<file path="src/hw/ssbd_pkg.sv">
// Purpose: Shared types and encodings of the shift/subtract/branch datapath
// Assumes: Core decoder supplies operand values and opcode bytes
// Notes:   Opcode values are the first instruction byte after any escape
package ssbd_pkg;

    typedef enum logic [2:0] {
        SSBD_OP_NONE,
        SSBD_OP_BRANCH,
        SSBD_OP_SLL,
        SSBD_OP_SRA,
        SSBD_OP_SRL,
        SSBD_OP_SUB,
        SSBD_OP_MINUS_WITH_BORROW_OP
    } ssbd_op_t;

    typedef enum logic [1:0] {
        SSBD_SZ_BYTE,
        SSBD_SZ_WORD,
        SSBD_SZ_DWORD
    } ssbd_size_t;

    typedef enum logic [2:0] {
        SSBD_SRC_NONE,
        SSBD_SRC_REG,
        SSBD_SRC_IMM,
        SSBD_SRC_DIR8,
        SSBD_SRC_DIR16,
        SSBD_SRC_IND_WORD,
        SSBD_SRC_IND_DWORD,
        SSBD_SRC_ACC_FLAG
    } ssbd_src_t;

    localparam logic [7:0] OPC_BRANCH     = 8'h80;
    localparam logic [7:0] OPC_SLL        = 8'h3e;
    localparam logic [7:0] OPC_SRA        = 8'h0e;
    localparam logic [7:0] OPC_SRL        = 8'h1e;
    localparam logic [7:0] OPC_SUB_BYTE   = 8'h9c;
    localparam logic [7:0] OPC_SUB_WORD   = 8'h9d;
    localparam logic [7:0] OPC_SUB_MIXED  = 8'h9e;
    localparam logic [7:0] OPC_SUB_DWORD  = 8'h9f;
    localparam logic [7:0] OPC_MINUS_WITH_BORROW_OP_IMM   = 8'h94;
    localparam logic [7:0] OPC_MINUS_WITH_BORROW_OP_DIR8  = 8'h95;
    localparam logic [6:0] OPC_MINUS_WITH_BORROW_OP_IND   = 7'h4b;
    localparam logic [4:0] OPC_MINUS_WITH_BORROW_OP_BANK  = 5'h13;

    // Low nibble of the mode byte for the 0x9e and shift groups
    localparam logic [3:0] MOD_IMM_B   = 4'h0;
    localparam logic [3:0] MOD_DIR8_B  = 4'h1;
    localparam logic [3:0] MOD_DIR16_B = 4'h3;
    localparam logic [3:0] MOD_IMM_W   = 4'h4;
    localparam logic [3:0] MOD_DIR8_W  = 4'h5;
    localparam logic [3:0] MOD_DIR16_W = 4'h7;
    localparam logic [3:0] MOD_IMM_D   = 4'h8;
    localparam logic [3:0] MOD_IND_W   = 4'h9;
    localparam logic [3:0] MOD_IND_D   = 4'hb;

    localparam logic [15:0] PC_STEP    = 16'h0002;
    localparam int          DISP_W     = 8;
    localparam int          DATA_W     = 32;

endpackage

</file>
<file path="src/hw/ssbd_datapath.sv">
// Purpose: Execute short branch, one-bit shifts and the subtract family
// Assumes: Partner fetches operands, holds flags and writes results back
// Notes:   Result and flags appear one cycle after start, with done
`timescale 1ns/1ps
`default_nettype none
module ssbd_datapath
    import ssbd_pkg::*;
(
    input  wire logic                 clk,
    input  wire logic                 reset,
    input  wire logic                 start,
    input  wire logic                 binary_mode,
    input  wire logic                 escape_seen,
    input  wire logic [7:0]           opcode,
    input  wire logic [7:0]           mode_byte,
    input  wire logic [31:0]          operand_dst,
    input  wire logic [31:0]          operand_src,
    input  wire logic [7:0]           displacement,
    input  wire logic [15:0]          pc_in,
    input  wire logic                 carry_borrow_flag_in,
    input  wire logic                 aux_carry_flag_in,
    input  wire logic                 signed_overflow_flag_in,
    input  wire logic                 negative_flag_in,
    input  wire logic                 zero_flag_in,
    output logic                      done,
    output logic                      illegal_r,
    output ssbd_pkg::ssbd_op_t        op_kind_r,
    output ssbd_pkg::ssbd_src_t       src_kind_r,
    output ssbd_pkg::ssbd_size_t      op_size_r,
    output logic [31:0]               result_r,
    output logic [15:0]               pc_next_r,
    output logic                      carry_borrow_flag_r,
    output logic                      aux_carry_flag_r,
    output logic                      signed_overflow_flag_r,
    output logic                      negative_flag_r,
    output logic                      zero_flag_r
);
    ssbd_op_t   dec_op;
    ssbd_src_t  dec_src;
    ssbd_size_t dec_size;
    logic       ext_ok;
    logic       legacy_ok;
    logic       sub_cin;
    logic [31:0] diff;
    logic        diff_borrow;
    logic        diff_half;
    logic        diff_ovf;

    logic        done_nxt;
    logic        illegal_nxt;
    ssbd_op_t    op_kind_nxt;
    ssbd_src_t   src_kind_nxt;
    ssbd_size_t  op_size_nxt;
    logic [31:0] result_nxt;
    logic [15:0] pc_next_nxt;
    logic        cy_nxt;
    logic        ac_nxt;
    logic        ov_nxt;
    logic        n_nxt;
    logic        z_nxt;
    logic        done_r;

    function automatic logic top_bit(input logic [31:0] v,
                                     input ssbd_size_t s);
        unique case (s)
            SSBD_SZ_BYTE: top_bit = v[7];
            SSBD_SZ_WORD: top_bit = v[15];
            default:      top_bit = v[31];
        endcase
    endfunction

    // Shifts exist only as byte and word forms
    function automatic ssbd_size_t shift_size(input logic [3:0] m,
                                              output logic ok);
        ok = (m == MOD_IMM_B) || (m == MOD_IMM_W);
        shift_size = (m == MOD_IMM_W) ? SSBD_SZ_WORD : SSBD_SZ_BYTE;
    endfunction

    // Decode
    always_comb begin
        logic sh_ok;
        sh_ok     = 1'b0;
        ext_ok    = binary_mode ? escape_seen : !escape_seen;
        legacy_ok = binary_mode ? !escape_seen : escape_seen;
        dec_op    = SSBD_OP_NONE;
        dec_src   = SSBD_SRC_NONE;
        dec_size  = SSBD_SZ_BYTE;
        if (opcode == OPC_BRANCH && !escape_seen) begin
            dec_op = SSBD_OP_BRANCH;
        end else if (ext_ok && (opcode == OPC_SLL || opcode == OPC_SRA
                                || opcode == OPC_SRL)) begin
            dec_size = shift_size(mode_byte[3:0], sh_ok);
            dec_src  = SSBD_SRC_REG;
            if (sh_ok) begin
                dec_op = (opcode == OPC_SLL) ? SSBD_OP_SLL :
                         (opcode == OPC_SRA) ? SSBD_OP_SRA : SSBD_OP_SRL;
            end
        end else if ((opcode == OPC_MINUS_WITH_BORROW_OP_IMM || opcode == OPC_MINUS_WITH_BORROW_OP_DIR8)
                     && !escape_seen) begin
            dec_op  = SSBD_OP_MINUS_WITH_BORROW_OP;
            dec_src = (opcode == OPC_MINUS_WITH_BORROW_OP_IMM) ? SSBD_SRC_IMM
                                               : SSBD_SRC_DIR8;
        end else if (legacy_ok && (opcode[7:1] == OPC_MINUS_WITH_BORROW_OP_IND
                                   || opcode[7:3] == OPC_MINUS_WITH_BORROW_OP_BANK)) begin
            dec_op  = SSBD_OP_MINUS_WITH_BORROW_OP;
            dec_src = (opcode[3]) ? SSBD_SRC_REG
                                  : SSBD_SRC_IND_WORD;
        end else if (ext_ok) begin
            unique case (opcode)
                OPC_SUB_BYTE, OPC_SUB_WORD, OPC_SUB_DWORD: begin
                    dec_op   = SSBD_OP_SUB;
                    dec_src  = SSBD_SRC_REG;
                    dec_size = (opcode == OPC_SUB_BYTE) ? SSBD_SZ_BYTE :
                               (opcode == OPC_SUB_WORD) ? SSBD_SZ_WORD
                                                        : SSBD_SZ_DWORD;
                end
                OPC_SUB_MIXED: begin
                    dec_op = SSBD_OP_SUB;
                    unique case (mode_byte[3:0])
                        MOD_IMM_B:   dec_src = SSBD_SRC_IMM;
                        MOD_DIR8_B:  dec_src = SSBD_SRC_DIR8;
                        MOD_DIR16_B: dec_src = SSBD_SRC_DIR16;
                        MOD_IND_W:   dec_src = SSBD_SRC_IND_WORD;
                        MOD_IND_D:   dec_src = SSBD_SRC_IND_DWORD;
                        MOD_IMM_W, MOD_DIR8_W, MOD_DIR16_W: begin
                            dec_size = SSBD_SZ_WORD;
                            dec_src  = (mode_byte[3:0] == MOD_IMM_W)
                                ? SSBD_SRC_IMM
                                : (mode_byte[3:0] == MOD_DIR8_W)
                                ? SSBD_SRC_DIR8 : SSBD_SRC_DIR16;
                        end
                        MOD_IMM_D: begin
                            dec_size = SSBD_SZ_DWORD;
                            dec_src  = SSBD_SRC_IMM;
                        end
                        default: dec_op = SSBD_OP_NONE;
                    endcase
                end
                default: dec_op = SSBD_OP_NONE;
            endcase
        end
    end

    // SUB ignores the incoming carry; borrow form is always a byte
    assign sub_cin = (dec_op == SSBD_OP_MINUS_WITH_BORROW_OP) && carry_borrow_flag_in;

    ssbd_subtractor u_sub (
        .minuend     (operand_dst),
        .subtrahend  (operand_src),
        .borrow_in   (sub_cin),
        .size        (dec_size),
        .difference  (diff),
        .borrow_out  (diff_borrow),
        .half_borrow (diff_half),
        .overflow    (diff_ovf)
    );

    // Execute
    always_comb begin
        done_nxt     = start;
        illegal_nxt  = illegal_r;
        op_kind_nxt  = op_kind_r;
        src_kind_nxt = src_kind_r;
        op_size_nxt  = op_size_r;
        result_nxt   = result_r;
        pc_next_nxt  = pc_next_r;
        cy_nxt       = carry_borrow_flag_r;
        ac_nxt       = aux_carry_flag_r;
        ov_nxt       = signed_overflow_flag_r;
        n_nxt        = negative_flag_r;
        z_nxt        = zero_flag_r;
        if (start) begin
            illegal_nxt  = (dec_op == SSBD_OP_NONE);
            op_kind_nxt  = dec_op;
            src_kind_nxt = dec_src;
            op_size_nxt  = dec_size;
            // Unused flags pass through so the partner may write all five
            cy_nxt       = carry_borrow_flag_in;
            ac_nxt       = aux_carry_flag_in;
            ov_nxt       = signed_overflow_flag_in;
            n_nxt        = negative_flag_in;
            z_nxt        = zero_flag_in;
            result_nxt   = operand_dst;
            pc_next_nxt  = pc_in + PC_STEP;
            unique case (dec_op)
                SSBD_OP_BRANCH: pc_next_nxt = pc_in + PC_STEP
                    + {{(16-DISP_W){displacement[7]}}, displacement};
                SSBD_OP_SLL: begin
                    result_nxt = {operand_dst[30:0], 1'b0};
                    cy_nxt     = top_bit(operand_dst, dec_size);
                end
                SSBD_OP_SRA: begin
                    result_nxt = {1'b0, operand_dst[31:1]};
                    if (dec_size == SSBD_SZ_WORD)
                        result_nxt[15] = operand_dst[15];
                    else
                        result_nxt[7] = operand_dst[7];
                    cy_nxt = operand_dst[0];
                end
                SSBD_OP_SRL: begin
                    result_nxt = {1'b0, operand_dst[31:1]};
                    if (dec_size == SSBD_SZ_WORD)
                        result_nxt[15] = 1'b0;
                    else
                        result_nxt[7] = 1'b0;
                    cy_nxt = operand_dst[0];
                end
                SSBD_OP_SUB, SSBD_OP_MINUS_WITH_BORROW_OP: begin
                    result_nxt = diff;
                    cy_nxt     = diff_borrow;
                    ov_nxt     = diff_ovf;
                    if (dec_size == SSBD_SZ_BYTE)
                        ac_nxt = diff_half;
                end
                default: ;
            endcase
            if (dec_op inside {SSBD_OP_SLL, SSBD_OP_SRA, SSBD_OP_SRL}) begin
                // Shift results are confined to their width
                result_nxt = (dec_size == SSBD_SZ_WORD)
                    ? {16'h0000, result_nxt[15:0]}
                    : {24'h00_0000, result_nxt[7:0]};
            end
            if (dec_op != SSBD_OP_BRANCH && dec_op != SSBD_OP_NONE) begin
                n_nxt = top_bit(result_nxt, dec_size);
                z_nxt = (result_nxt == 32'h0000_0000);
            end
        end
    end

    always_ff @(posedge clk) begin
        if (reset) begin
            done_r                 <= 1'b0;
            illegal_r              <= 1'b0;
            op_kind_r              <= SSBD_OP_NONE;
            src_kind_r             <= SSBD_SRC_NONE;
            op_size_r              <= SSBD_SZ_BYTE;
            result_r               <= 32'h0000_0000;
            pc_next_r              <= 16'h0000;
            carry_borrow_flag_r    <= 1'b0;
            aux_carry_flag_r       <= 1'b0;
            signed_overflow_flag_r <= 1'b0;
            negative_flag_r        <= 1'b0;
            zero_flag_r            <= 1'b0;
        end else begin
            done_r                 <= done_nxt;
            illegal_r              <= illegal_nxt;
            op_kind_r              <= op_kind_nxt;
            src_kind_r             <= src_kind_nxt;
            op_size_r              <= op_size_nxt;
            result_r               <= result_nxt;
            pc_next_r              <= pc_next_nxt;
            carry_borrow_flag_r    <= cy_nxt;
            aux_carry_flag_r       <= ac_nxt;
            signed_overflow_flag_r <= ov_nxt;
            negative_flag_r        <= n_nxt;
            zero_flag_r            <= z_nxt;
        end
    end

    assign done = done_r;
endmodule
`default_nettype wire

</file>
<file path="src/hw/ssbd_subtractor.sv">
// Purpose: Width-selectable subtract with borrow, half borrow and overflow
// Assumes: Operands arrive in the low bits, upper bits are don't care
// Notes:   Purely combinational
`timescale 1ns/1ps
`default_nettype none
module ssbd_subtractor
    import ssbd_pkg::*;
(
    input  wire logic [31:0]     minuend,
    input  wire logic [31:0]     subtrahend,
    input  wire logic            borrow_in,
    input  wire ssbd_pkg::ssbd_size_t size,
    output logic      [31:0]     difference,
    output logic                 borrow_out,
    output logic                 half_borrow,
    output logic                 overflow
);
    logic [31:0] mask;
    logic [32:0] wide;
    logic [4:0]  nib;
    logic        a_top;
    logic        b_top;
    logic        r_top;

    always_comb begin
        unique case (size)
            SSBD_SZ_BYTE: mask = 32'h0000_00ff;
            SSBD_SZ_WORD: mask = 32'h0000_ffff;
            default:      mask = 32'hffff_ffff;
        endcase
        // Masked operands make bit 32 the borrow out of any width's top
        wide = {1'b0, minuend & mask} - {1'b0, subtrahend & mask}
             - {32'h0000_0000, borrow_in};
        nib  = {1'b0, minuend[3:0]} - {1'b0, subtrahend[3:0]}
             - {4'h0, borrow_in};
        difference  = wide[31:0] & mask;
        borrow_out  = wide[32];
        half_borrow = nib[4];
        unique case (size)
            SSBD_SZ_BYTE: begin
                a_top = minuend[7];
                b_top = subtrahend[7];
                r_top = wide[7];
            end
            SSBD_SZ_WORD: begin
                a_top = minuend[15];
                b_top = subtrahend[15];
                r_top = wide[15];
            end
            default: begin
                a_top = minuend[31];
                b_top = subtrahend[31];
                r_top = wide[31];
            end
        endcase
        // Signs differ and result sign left the minuend's
        overflow = (a_top ^ b_top) & (a_top ^ r_top);
    end
endmodule
`default_nettype wire

</file>
<file path="config.mk">
export PLATFORM = sky130hd
export DESIGN_NAME = ssbd_datapath
export DESIGN_NICKNAME = d
export VERILOG_FILES = /design/src/hw/ssbd_pkg.sv /design/src/hw/ssbd_datapath.sv /design/src/hw/ssbd_subtractor.sv
export SDC_FILE = /design/constraint.sdc
export NUM_CORES = 1
export LEC_CHECK = 0
export BUFFER_PORTS_ARGS = -buffer_cell sky130_fd_sc_hd__buf_2
export CAP_MARGIN = 5
export CORE_MARGIN = 10
export CORE_UTILIZATION = 40
export CTS_CLUSTER_SIZE = 28
export DETAILED_ROUTE_END_ITERATION = 16
export PLACE_DENSITY = 0.64
export SYNTH_ARGS = -nofsm -noshare
export SYNTH_HDL_FRONTEND = slang
export SYNTH_SLANG_ARGS = --single-unit
</file>
<file path="constraint.sdc">
create_clock -name clk -period 14.1 [get_ports clk]
set_input_delay 1.41 -clock clk [delete_from_list [all_inputs] [get_ports clk]]
set_output_delay 1.41 -clock clk [all_outputs]
set_load 0.03 [all_outputs]
</file>
==> metrics.md <==
| Metric | Value |
|---|---|
| TritonCTS clock tree | done |
| Die ar. | 24330 um^2 |
| Final worst-path cycle share | 0.5484 |
| CTS Buffer Depth | 2 |
| Slew of the pin with the lowest slew margin | 1.070 ns |
| Clock Skew | 0 ns |
| CTS clk-pin slew, worst paths | 0.05 ns |
| RSZ-0062 raised after global routing | false |
| Mean Syn Cell Area | 7.214 um^2 |
| Yosys warns | 0 |
| Logic pwr share | 0.349 |
| Max-cap violations | 0 |
| First-pass GRT wire length | 40160 um |
| Largest net degree at the start of global routing | 69 |
| Antenna violations before repair | 2 |
| Final hold slack | 0.4610 ns |
| Final ANT Viol Nets | 0 |
| Reg power frac | 0.301 |
| H-tree levels | 3 |
| Worst R2R Setup Slack | 13.22 ns |
| Final setup fails | 0 |
| GPL Wtd Cong | 0.9051 |
| Vias in the first global route | 7551 |
| Starting density of the core | 0.4089 |
| Die X | 156.0 um |
| Largest family of logic cells by synthesized area | compound AO/OA/AOI/OAI gates |
| Final setup TNS | 0 ns |
| Routed wire length | 25560 um |
| Xor/xnor share of the synthesized area | 0.06734 |
| GRT Total Usage | 0.2028 |
| Core Region | 18090 um^2 |
| Post-synth top area cell | dfxtp_1 |
| Crit path time final | 7.732 ns |
| Peak supply drop | 0.00005651 V |
| Total number of vias | 8011 |
| Area delta synth->final | 17.56% |
| Post-Synth Adder-Cell Area | 0.1401 |
| Yosys reg bits | 63 |
| 1st-iter DRT viols | 529 |
| Layout cells sized above 1 | 0.1928 |
| Post CTS Setup Buffer Count | 0 |
| FMAX | 129.3 MHz |
| Switching pwr | 0.2254 mW |
| Worst path arrival time | 8.00 ns |
| Sw Share | 0.3472 |
| Critical path type | input pin to register |
| Vias per inst | 5.714 |
| Critical path origin | escape_seen |
| Seq/Total Area, Yosys | 0.1706 |
| Final nets | 1363 |
| Area after DPL | 8392 um^2 |
| Die extent in y | 156.0 um |
| Pwr/cell area | 74.67 nW/um^2 |
| Critical-path maximum fanout | 19 |
| Max Slew Vio Count | 0 |
| Post-synthesis compound-gate area fraction | 0.2775 |
| Clk network pwr share | 0.350 |
| Synth unique cells | 91 |
| Post-synth top area share | 0.1706 |
| Min-Delay Path Class | register to register |
| Synth Instances | 1025 |
| Syn nets | 1220 |
| DP Wirelength | 20360 um |
| CP startpoint kind | input pin |
| Total power | 0.6492 mW |
| CTS Buf Count | 9 |
| Clk Latency, worst-skew pair | 0.33 ns |
| Hold path startpoint | result_r[20] |
| Hold buffers post-CTS | 0 |
| Register area | 1261 um^2 |
| Async SR Flop Fraction | 0 |
| Area share of and/or/nand/nor cells after synthesis | 0.2453 |
| CTS Sinks | 63 |
| Critical path endpoint category | register |
| Drt first pass iters | 5 |
| Std cell rows | 49 |
| Final Hold Viols | 0 |
| Mux contribution to synthesized area | 0.02318 |
| EDFF count, synth | 0 |
| Reg2Reg Launch Point | carry_borrow_flag_r |
| P_int | 0.4237 mW |
| Area contributors post-synth | dfxtp_1 17%, ha_1 13%, nand2_1 5.9% |
| Root buf cell | clkbuf_16 |
| Worst EP required | 14.37 ns |
| WL/cell | 18.23 um |
| # IOs | 177 |
| Top FF cell, synth | dfxtp_1 |
| Cell area after layout | 8693 um^2 |
| Pleak | 4.201 nW |
| Gr ovfl total | 0 |
| FILL cells | 1896 |
| DR DRC count | 0 |
| Multi-input gate area | 5574 um^2 |
| # resized after CTS | 0 |
| # port buffers | 172 |
| Status | finished clean |
| Netlist Area Pre-Place | 7395 um^2 |
| Worst slew margin | 0.2821 |
cells by family (layout without fill, tap and decap cells):
kind of cell             after synthesis  after routing
flip-flops                            63             63
adder cells (fa/ha/maj)               81             81
multiplexers                          17             17
XOR/XNOR                              56             56
AND/OR/NAND/NOR                      373            373
AO/OA/AOI/OAI                        295            295
buffers and inverters                140            287
other                                  0              1
final timing paths:
kind / to / depth (start not counted)
setup / recovery: zero_flag_r / 21
hold / removal: result_r[20] / 2
setup reg to reg: carry_borrow_flag_r / 2
hold reg to reg: result_r[20] / 2
cell usage after synthesis (all sizes together), types with 15 or more instances:
master and count:
a211oi 15, a21o 19, a21oi 77, a311oi 17, and2 34, clkbuf 37
dfxtp 63, ha 78, inv 90, mux2i 16, nand2 117, nand3 31
nor2 97, nor3 20, o21ai 58, xnor2 38, xor2 18
metrics by stage:
stage	worst slack (ns)	instances	util
floorplan	7.297	1025	-
global placement	6.155	1386	0.4640
detailed placement	6.132	1386	0.4640
CTS	6.455	1401	0.4805
global route	5.909	1402	0.4807
finish	6.368	1402	0.4807
cell usage in the layout (no fill, tap or decap), drive strengths merged, types with 4 or more instances in the layout:
cell	count
nor2	97
o22ai	4
dfxtp	63
a21boi	4
clkbuf	12
a31o	5
o31ai	6
nand3	31
a211oi	15
o32ai	6
o211ai	5
xnor2	38
nand2	117
a22oi	8
o21bai	7
or3	8
buf	181
xor2	18
and3	9
a221oi	10
ha	78
o21ai	58
a21oi	77
a2111oi	4
or2	10
nor4	6
nand4	11
inv	90
a311oi	17
a31oi	10
a21o	19
nor3	20
mux2i	16
o21a	7
and2	34
nand2b	6
area by class of cell:
type | instances | area share
clock inverters | 3 | 0.004893
diodes | 1 | 0.0002879
well taps | 229 | 0.03296
repair buffers | 181 | 0.1068
clock buffers | 12 | 0.02950
multi-input cells | 822 | 0.6412
inverters | 91 | 0.03929
flip-flops and latches | 63 | 0.1451
power groups by stage:
stage / Clock [mW] / Sequential [mW] / Combinational, mW
2_1_floorplan: 0 / 0.220 / 0.134
3_3_place_gp: 0 / 0.199 / 0.223
3_5_place_dp: 0 / 0.199 / 0.225
4_1_cts: 0.232 / 0.196 / 0.227
5_1_grt: 0.239 / 0.197 / 0.249
6_report: 0.227 / 0.196 / 0.227
critical path: stages:
cell      delay, ns
buf_2          0.19
xor2_1         0.36
or3_1          0.45
or2_1          0.60
o31ai_2        0.36
a21o_1         0.43
and2_1         0.26
ha_1           0.27
inv_1          0.04
ha_1           0.35
and4_1         0.23
and4bb_1       0.22
a211oi_2       0.11
a2111o_1       0.50
o31ai_1        0.70
xor2_1         0.14
a21oi_1        0.22
nor2_1         0.06
or4b_1         0.48
or4_1          0.43
o21ai_1        0.15
registers in the layout, indices dropped and copies added, names as in the netlist:
| register | flops |
|---|---|
| op_kind_r | 3 |
| src_kind_r | 3 |
| done | 1 |
| result_r | 32 |
| aux_carry_flag_r | 1 |
| signed_overflow_flag_r | 1 |
| pc_next_r | 16 |
| carry_borrow_flag_r | 1 |
| zero_flag_r | 1 |
| illegal_r | 1 |
| negative_flag_r | 1 |
| op_size_r | 2 |
metal layers:
layer / vias up / global-route usage / part of all wire
li1: 3976 / - / -
met1: 3697 / 0.2560 / 0.42
met5: - / 0 / 0
met4: 0 / 0.05441 / 0.018
met2: 311 / 0.3366 / 0.47
met3: 27 / 0.04935 / 0.093
(Power assumes the default switching activity.)
